**config.mk**
```make
export PLATFORM = sky130hd
export DESIGN_NAME = iogcd_core
export DESIGN_NICKNAME = d
export VERILOG_FILES = /design/src/iogcd_pkg.sv /design/src/iogcd_core.sv
export VERILOG_INCLUDE_DIRS = /design/src
export SDC_FILE = /design/constraint.sdc
export NUM_CORES = 1
export LEC_CHECK = 0
export ABC_AREA = 0
export BUFFER_PORTS_ARGS = -buffer_cell sky130_fd_sc_hd__clkbuf_2
export CAP_MARGIN = 20
export CORE_ASPECT_RATIO = 1.5
export CORE_UTILIZATION = 45
export CTS_CLUSTER_SIZE = 20
export DETAILED_ROUTE_END_ITERATION = 12
export PLACE_DENSITY = 0.7
export SYNTH_ARGS = -nofsm -noshare
export SYNTH_HDL_FRONTEND = slang
export SYNTH_SLANG_ARGS = --single-unit
export TNS_END_PERCENT = 1
```
**constraint.sdc**
```tcl
create_clock -name clk_sys_i -period 5.15 [get_ports clk_sys_i]
set_clock_uncertainty 0.15 [all_clocks]
set_input_delay 1.03 -clock clk_sys_i [delete_from_list [all_inputs] [get_ports clk_sys_i]]
set_output_delay 1.03 -clock clk_sys_i [all_outputs]
set_load 0.02 [all_outputs]
```
**src/iogcd_regs.svh**
```systemverilog
// register offsets, command codes and field constants of the generic command decoder
`ifndef IOGCD_REGS_SVH
`define IOGCD_REGS_SVH

`define IOGCD_OFS_CMD_CODE    16'h1F3F
`define IOGCD_OFS_PARAM_CNT   16'h1F40
`define IOGCD_OFS_DEST        16'h1F41
`define IOGCD_OFS_SEC_TYPE    16'h1F42
`define IOGCD_OFS_PWD_HI      16'h1F43
`define IOGCD_OFS_PWD_LO      16'h1F44
`define IOGCD_OFS_PARAM0      16'h1F45
`define IOGCD_OFS_PARAM1      16'h1F46

`define IOGCD_CODE_OUT_CHG    16'h0688
`define IOGCD_CODE_ALM_RST    16'hA08B
`define IOGCD_CODE_SIMPLE_EN  16'hA08C
`define IOGCD_CODE_LATCH_ACK  16'hA08E
`define IOGCD_CODE_MINMAX_RST 16'hA78A

`define IOGCD_CNT_OUT_CHG     16'h000D
`define IOGCD_CNT_NO_PAYLOAD  16'h000A
`define IOGCD_CNT_ONE_WORD    16'h000B

`define IOGCD_DEST_IO1        16'h2001
`define IOGCD_DEST_IO2        16'h2101
`define IOGCD_SEC_TYPE_PWD    16'h0001

`define IOGCD_VAL_OFF         16'h0000
`define IOGCD_VAL_ON          16'h0100
`define IOGCD_ACK_ALL         8'hFF

`define IOGCD_ERR_NONE        8'h00
`define IOGCD_ERR_CODE        8'h01
`define IOGCD_ERR_COUNT       8'h02
`define IOGCD_ERR_DEST        8'h03
`define IOGCD_ERR_SEC         8'h04
`define IOGCD_ERR_PWD         8'h05
`define IOGCD_ERR_PARAM       8'h06

`endif

```
**src/iogcd_pkg.sv**
```systemverilog
// types shared by the generic command decoder
package iogcd_pkg;
  typedef enum logic [1:0] {
    IOGCD_IDLE,
    IOGCD_CHECK,
    IOGCD_EXEC
  } iogcd_state_type;
endpackage

```
**src/iogcd_core.sv**
```systemverilog
// generic command decoder for the io module command register block
//
// Behaviour
// - a command runs only when its password matches the administrator or operator password.
// - output change is code 1672 with a parameter byte count of 13.
// - destination 8193 selects the first io module and 8449 the second one.
// - the first payload word of output change names output 1 to 3.
// - value 0x0000 turns the selected output off and 0x0100 turns it on.
// - only outputs configured as user-defined may be changed by output change.
// - alarm reset is code 41099 with byte count 10 and clears the module alarm status.
// - simple-command enable/disable is code 41100 with byte count 11.
// - payload high byte 0 disables and 1 enables simple commands, the low byte must be 0.
// - latched-output acknowledge is code 41102 with byte count 11.
// - ack high byte 1, 2 or 3 unlatches that relay and 0xFF unlatches all of them.
// - min/max reset is code 42890 with byte count 10 and clears stored analog extremes.
// - generic commands run whatever application is configured on the module.
`timescale 1ns/1ps
`default_nettype none
`include "iogcd_regs.svh"

module iogcd_core #(
  parameter logic [15:0] MODULE_DEST = `IOGCD_DEST_IO1,
  parameter int          NUM_OUT     = 3
) (
  input  wire logic               clk_sys_i,
  input  wire logic               rst_i,
  input  wire logic               reg_wr_i,
  input  wire logic [15:0]        reg_addr_i,
  input  wire logic [15:0]        reg_wdata_i,
  input  wire logic               cmd_go_i,
  input  wire logic [31:0]        admin_pwd_i,
  input  wire logic [31:0]        oper_pwd_i,
  input  wire logic [NUM_OUT-1:0] user_out_cfg_i,
  input  wire logic [NUM_OUT-1:0] latch_set_i,
  output logic [NUM_OUT-1:0]      dig_out_o,
  output logic [NUM_OUT-1:0]      relay_latched_o,
  output logic                    simple_cmd_en_o,
  output logic                    alarm_clear_o,
  output logic                    minmax_clear_o,
  output logic                    cmd_done_o,
  output logic                    cmd_busy_o,
  output logic [7:0]              cmd_error_o
);

  logic [15:0] code_r;
  logic [15:0] cnt_r;
  logic [15:0] dest_r;
  logic [15:0] sec_r;
  logic [31:0] pwd_r;
  logic [15:0] par0_r;
  logic [15:0] par1_r;
  iogcd_pkg::iogcd_state_type state_r;
  logic [7:0]  err_nxt;
  logic        busy_w;

  // busy_w freezes the block so a running command never sees a half-written word
  assign busy_w = (state_r != iogcd_pkg::IOGCD_IDLE);

  // command block, filled word by word by the master; writes during a check are ignored
  always_ff @(posedge clk_sys_i or posedge rst_i) begin
    if (rst_i) begin
      code_r <= 16'h0000;
      cnt_r  <= 16'h0000;
      dest_r <= 16'h0000;
      sec_r  <= 16'h0000;
      pwd_r  <= 32'h0000_0000;
      par0_r <= 16'h0000;
      par1_r <= 16'h0000;
    end else if (reg_wr_i && !busy_w) begin
      unique case (reg_addr_i)
        `IOGCD_OFS_CMD_CODE:  code_r        <= reg_wdata_i;
        `IOGCD_OFS_PARAM_CNT: cnt_r         <= reg_wdata_i;
        `IOGCD_OFS_DEST:      dest_r        <= reg_wdata_i;
        `IOGCD_OFS_SEC_TYPE:  sec_r         <= reg_wdata_i;
        `IOGCD_OFS_PWD_HI:    pwd_r[31:16]  <= reg_wdata_i;
        `IOGCD_OFS_PWD_LO:    pwd_r[15:0]   <= reg_wdata_i;
        `IOGCD_OFS_PARAM0:    par0_r        <= reg_wdata_i;
        `IOGCD_OFS_PARAM1:    par1_r        <= reg_wdata_i;
        default: ;
      endcase
    end
  end

  // validation in priority order: code, count, destination, security, password, payload
  // the first failing check names the error, so the master learns one cause at a time;
  // the block words stay frozen from check to execute, but the password compare and the user-defined test also read live inputs
  always_comb begin
    err_nxt = `IOGCD_ERR_NONE;
    unique case (code_r)
      `IOGCD_CODE_OUT_CHG: begin
        if (cnt_r != `IOGCD_CNT_OUT_CHG) err_nxt = `IOGCD_ERR_COUNT;
      end
      `IOGCD_CODE_ALM_RST,
      `IOGCD_CODE_MINMAX_RST: begin
        if (cnt_r != `IOGCD_CNT_NO_PAYLOAD) err_nxt = `IOGCD_ERR_COUNT;
      end
      `IOGCD_CODE_SIMPLE_EN,
      `IOGCD_CODE_LATCH_ACK: begin
        if (cnt_r != `IOGCD_CNT_ONE_WORD) err_nxt = `IOGCD_ERR_COUNT;
      end
      default: err_nxt = `IOGCD_ERR_CODE;
    endcase
    if (err_nxt == `IOGCD_ERR_NONE) begin
      if (dest_r != MODULE_DEST) begin
        err_nxt = `IOGCD_ERR_DEST;
      end else if (sec_r != `IOGCD_SEC_TYPE_PWD) begin
        err_nxt = `IOGCD_ERR_SEC;
      // whole 32-bit compare: the high half came from the lower address
      end else if (pwd_r != admin_pwd_i && pwd_r != oper_pwd_i) begin
        err_nxt = `IOGCD_ERR_PWD;
      end else if (code_r == `IOGCD_CODE_OUT_CHG) begin
        // output number 1..3, value on/off, and the output must be user-defined
        if (par0_r == 16'h0000 || par0_r > 16'(NUM_OUT)) begin
          err_nxt = `IOGCD_ERR_PARAM;
        end else if (par1_r != `IOGCD_VAL_OFF && par1_r != `IOGCD_VAL_ON) begin
          err_nxt = `IOGCD_ERR_PARAM;
        end else if (!user_out_cfg_i[par0_r[1:0] - 2'h1]) begin
          err_nxt = `IOGCD_ERR_PARAM;
        end
      end else if (code_r == `IOGCD_CODE_SIMPLE_EN) begin
        if (par0_r[7:0] != 8'h00 || par0_r[15:8] > 8'h01) err_nxt = `IOGCD_ERR_PARAM;
      end else if (code_r == `IOGCD_CODE_LATCH_ACK) begin
        if (par0_r[15:8] != `IOGCD_ACK_ALL &&
            (par0_r[15:8] == 8'h00 || par0_r[15:8] > 8'(NUM_OUT))) begin
          err_nxt = `IOGCD_ERR_PARAM;
        end
      end
    end
  end

  // go -> check (one cycle to settle the block) -> execute -> idle; no application gating
  always_ff @(posedge clk_sys_i or posedge rst_i) begin
    if (rst_i) begin
      state_r <= iogcd_pkg::IOGCD_IDLE;
    end else begin
      unique case (state_r)
        iogcd_pkg::IOGCD_IDLE: begin
          // a go outside idle never reaches this item, so it is simply dropped
          if (cmd_go_i) begin
            state_r <= iogcd_pkg::IOGCD_CHECK;
          end
        end
        iogcd_pkg::IOGCD_CHECK: begin
          // one spare cycle lets the last written word settle into the checks
          state_r <= iogcd_pkg::IOGCD_EXEC;
        end
        iogcd_pkg::IOGCD_EXEC: begin
          // effects and status are taken on this edge, then the block reopens
          state_r <= iogcd_pkg::IOGCD_IDLE;
        end
        default: begin
          // the unused fourth code falls back to idle instead of locking up
          state_r <= iogcd_pkg::IOGCD_IDLE;
        end
      endcase
    end
  end

  // status: error code held until the next command, done is a one-cycle pulse
  // go taken at edge E: check at E+1, execute at E+2, so done and the clear
  // strobes show for one cycle after E+2 and busy covers E up to E+2
  always_ff @(posedge clk_sys_i or posedge rst_i) begin
    if (rst_i) begin
      cmd_error_o <= `IOGCD_ERR_NONE;
      cmd_done_o  <= 1'b0;
      cmd_busy_o  <= 1'b0;
    end else begin
      cmd_done_o <= (state_r == iogcd_pkg::IOGCD_EXEC);
      cmd_busy_o <= (state_r == iogcd_pkg::IOGCD_IDLE) ? cmd_go_i
                                                        : (state_r != iogcd_pkg::IOGCD_EXEC);
      if (state_r == iogcd_pkg::IOGCD_EXEC) cmd_error_o <= err_nxt;
    end
  end

  // digital outputs and simple-command enable
  always_ff @(posedge clk_sys_i or posedge rst_i) begin
    if (rst_i) begin
      dig_out_o       <= '0;
      simple_cmd_en_o <= 1'b1;
    end else if (state_r == iogcd_pkg::IOGCD_EXEC && err_nxt == `IOGCD_ERR_NONE) begin
      if (code_r == `IOGCD_CODE_OUT_CHG) begin
        dig_out_o[par0_r[1:0] - 2'h1] <= (par1_r == `IOGCD_VAL_ON);
      end
      if (code_r == `IOGCD_CODE_SIMPLE_EN) begin
        simple_cmd_en_o <= par0_r[8];
      end
    end
  end

  // relay latches: a new latch event wins over an acknowledge in the same cycle
  // so a relay that trips again during the acknowledge stays latched
  always_ff @(posedge clk_sys_i or posedge rst_i) begin
    if (rst_i) begin
      relay_latched_o <= '0;
    end else begin
      for (int i = 0; i < NUM_OUT; i++) begin
        if (latch_set_i[i]) begin
          relay_latched_o[i] <= 1'b1;
        end else if (state_r == iogcd_pkg::IOGCD_EXEC && err_nxt == `IOGCD_ERR_NONE &&
                     code_r == `IOGCD_CODE_LATCH_ACK &&
                     (par0_r[15:8] == `IOGCD_ACK_ALL || par0_r[15:8] == 8'(i + 1))) begin
          relay_latched_o[i] <= 1'b0;
        end
      end
    end
  end

  // one-cycle clear strobes toward the alarm status and analog extreme stores
  always_ff @(posedge clk_sys_i or posedge rst_i) begin
    if (rst_i) begin
      alarm_clear_o  <= 1'b0;
      minmax_clear_o <= 1'b0;
    end else begin
      alarm_clear_o  <= state_r == iogcd_pkg::IOGCD_EXEC && err_nxt == `IOGCD_ERR_NONE &&
                        code_r == `IOGCD_CODE_ALM_RST;
      minmax_clear_o <= state_r == iogcd_pkg::IOGCD_EXEC && err_nxt == `IOGCD_ERR_NONE &&
                        code_r == `IOGCD_CODE_MINMAX_RST;
    end
  end

endmodule

`default_nettype wire

```
==> results by group <==
Pwr
  • PwrDens: 291 nW/um^2
  • Worst vdd ir: 0.184 mV
  • Leak Pwr: 4.30 nW

Clock tree
  • CTS buffer count: 17
  • Clock Pin Slew Worst Setup and Hold Paths: 0.06 ns
  • Worst-Skew Late Latency: 0.42 ns
  • Gates resized, CTS repair: 0
  • Cts hold-fix bufs: 0
  • CTS H-tree lvls: 4
  • CTS sink cnt: 144
  • Clock root buffer: clkbuf_16
  • Clock Path Buffers: 2
  • Post-CTS Setup Inserts: 0
  • CTS tree: built

Layout
  • Fillcell total: 1271
  • Share of cells above drive strength 1: 0.448
  • Final Cell Area: 8250 um^2
  • Most common cell after layout, fill and taps aside: dfrtp_1
  • Layout area overhead: 19.6%
  • Most frequent cells in the layout: dfrtp_1, mux2_2, clkbuf_2
  • Nets: 767
  • Inserted Diodes: 0
  • Multi-input logic area: 3210 um^2
  • Sequential cell area: 3600 um^2

STA
  • Minimum clock period: 3.32 ns
  • Fin Setup TNS: 0 ns
  • Max transition margin: 0.348
  • Max Freq: 301 MHz
  • Pins Over Slew Limit: 0
  • Fin crit share: 0.645
  • Final setup violating endpoints: 0
  • Worst Tran Pin Value: 0.978 ns
  • Endpoints failing hold: 0
  • Worst hold slack: 0.308 ns
  • Setup repair after global routing missed its margin: no

Floorplanning
  • DIE HEIGHT: 154 um
  • Initial Util: 0.458
  • CORE AREA: 15100 um^2
  • Top-level I/O count: 125
  • Cell row count: 55
  • Die Wd: 103 um
  • Die area: 15900 um^2

Placement
  • DP Area: 7700 um^2
  • Global placement routability congestion: 0.925
  • Final HPWL DP: 12300 um
  • IO buf count: 119

Yosys
  • Library cells used by synthesis: 51
  • Post-synth ARST share: 1.00
  • Seq/Total Area, Yosys: 0.522
  • Synth warn: 0
  • Gate Count Post-Synth: 528
  • Post-Syn Area per Cell: 13.1 um^2
  • Yosys top cell area share: 0.518
  • Number of flops mapped to enable cells by yosys: 0
  • Synth area leaders: dfrtp_1, mux2_2, xor2_1, nor4_1, nand4_1
  • Yosys reg bits: 144
  • Post-synth top flop: dfrtp_1
  • Syn Std Cell Area: 6900 um^2
  • Post-synth top area cell: dfrtp_1

Routing
  • Routed WL: 16800 um
  • DR WL/cell: 19.4 um
  • Initial DRC Count: 184
  • Pre-antenna DRT Iters: 4
  • Post-DRT Antenna Nets: 0
  • Routed via count: 4738
  • Via density: 5.45
  • DRC errors left: 0

Worst setup path
  • Worst setup startpoint: oper_pwd_i[20]
  • CP Launch Type: input pin
  • WP data required: 5.34 ns
  • Worst Setup Path Type: input pin to register
  • Crit path arrival time: 3.51 ns
  • FF-to-FF Start: pwd_r[20]
  • Endpoint type of the worst setup path: register
  • CP Max Fanout: 8

GRT
  • Overall global routing resource usage: 0.229
  • First-pass GRT wire length: 26400 um
  • Vias in the first global route: 4975
  • Largest net degree at the start of global routing: 110
  • Gr ovfl total: 0
  • Initial antenna violation count: 0

Worst hold path
  • Min-delay worst type: register to register
  • HP Start: state_r[1]

Run
  • Max-Cap Viols: 0

Status
  • Outcome: complete, no violations
==> critical path, cell delays in order <==
cell and delay (ns):
clkbuf_2 0.10, xor2_1 0.17, nor4_1 0.55, nand4_1 0.18, o22ai_1 0.50, nor2b_1 0.48
nand4_1 0.15, mux2_1 0.34
==> layout make-up <==
cell class	count	share of cell area
sequential	144	0.437
clock buffer	18	0.0532
tap	199	0.0302
multi-input combinational	365	0.389
inverter	9	0.00470
timing repair buffer	120	0.0731
clock inverter	14	0.0133
==> kinds of logic (layout without fill, tap and decap cells) <==
group,after synthesis,in the layout,share of synthesized area
AO/OA/AOI/OAI,21,21,0.0297
XOR/XNOR,64,64,0.0812
adder cells (fa/ha/maj),4,4,0.00725
buffers and inverters,23,161,0.0152
flip-flops,144,144,0.522
multiplexers,135,135,0.220
other,1,5,0.000543
AND/OR/NAND/NOR,136,136,0.124
==> flip-flops by register name, summed over array words and instances (netlist names) <==
name and cells:
cmd_busy_o 1, dest_r 16, cnt_r 16, pwd_r 32
cmd_error_o 3, relay_latched_o 3, dig_out_o 3, alarm_clear_o 1
par1_r 16, code_r 16, simple_cmd_en_o 1, cmd_done_o 1
state_r 2, par0_r 16, sec_r 16, minmax_clear_o 1
==> cell usage after synthesis (2+ instances only) <==
cell type  number
dfrtp_1       143
mux2_2        128
xor2_1         64
nor4_1         31
nand4_1        20
nand2_1        16
nor2_1         14
clkbuf_1        9
inv_1           9
nand3_1         9
nor3_1          9
nor2b_1         6
buf_4           5
mux2i_1         5
ha_1            4
nand2b_1        4
nor4b_1         4
a21o_1          3
and3_1          3
o21ai_0         3
or4_1           3
a2111oi_4       2
a21oi_1         2
a221oi_1        2
nor3_2          2
nor4_2          2
or2_2           2
==> power breakdown <==
part | internal, mW | switching [mW] | leakage [nW] | total (mW)
Sequential | 1.14 | 0.00233 | 1.97 | 1.14
Clock | 0.633 | 0.490 | 0.248 | 1.12
Combinational | 0.0471 | 0.0909 | 2.08 | 0.138
Total | 1.82 | 0.583 | 4.30 | 2.40
==> worst paths after layout <==
check | end | slack, ns | depth (start not counted)
max in group asynchronous | pwd_r[15] | 3.11 | 3
max | simple_cmd_en_o | 1.83 | 8
max reg2reg | simple_cmd_en_o | 2.10 | 7
min reg2reg | state_r[1] | 0.31 | 1
min in group asynchronous | par1_r[3] | 0.67 | 2
min | state_r[1] | 0.31 | 1
==> per-stage QoR <==
step                power, mW   util  setup WS (ns)  std cells
floorplan                1.21      -          0.105        532
global placement         1.30  0.511           1.43        837
detailed placement       1.30  0.511           1.41        837
CTS                      2.42  0.548           1.86        869
global route             2.48  0.548           1.74        869
finish                   2.40  0.548           1.83        869
==> metal layers <==
metal	GRT usage	vias up	wire length, um
met5	0	-	0
met4	0.0892	0	512
met1	0.268	2379	6610
li1	-	2180	-
met2	0.404	148	9000
met3	0.0436	31	688
(Power assumes the default switching activity.)
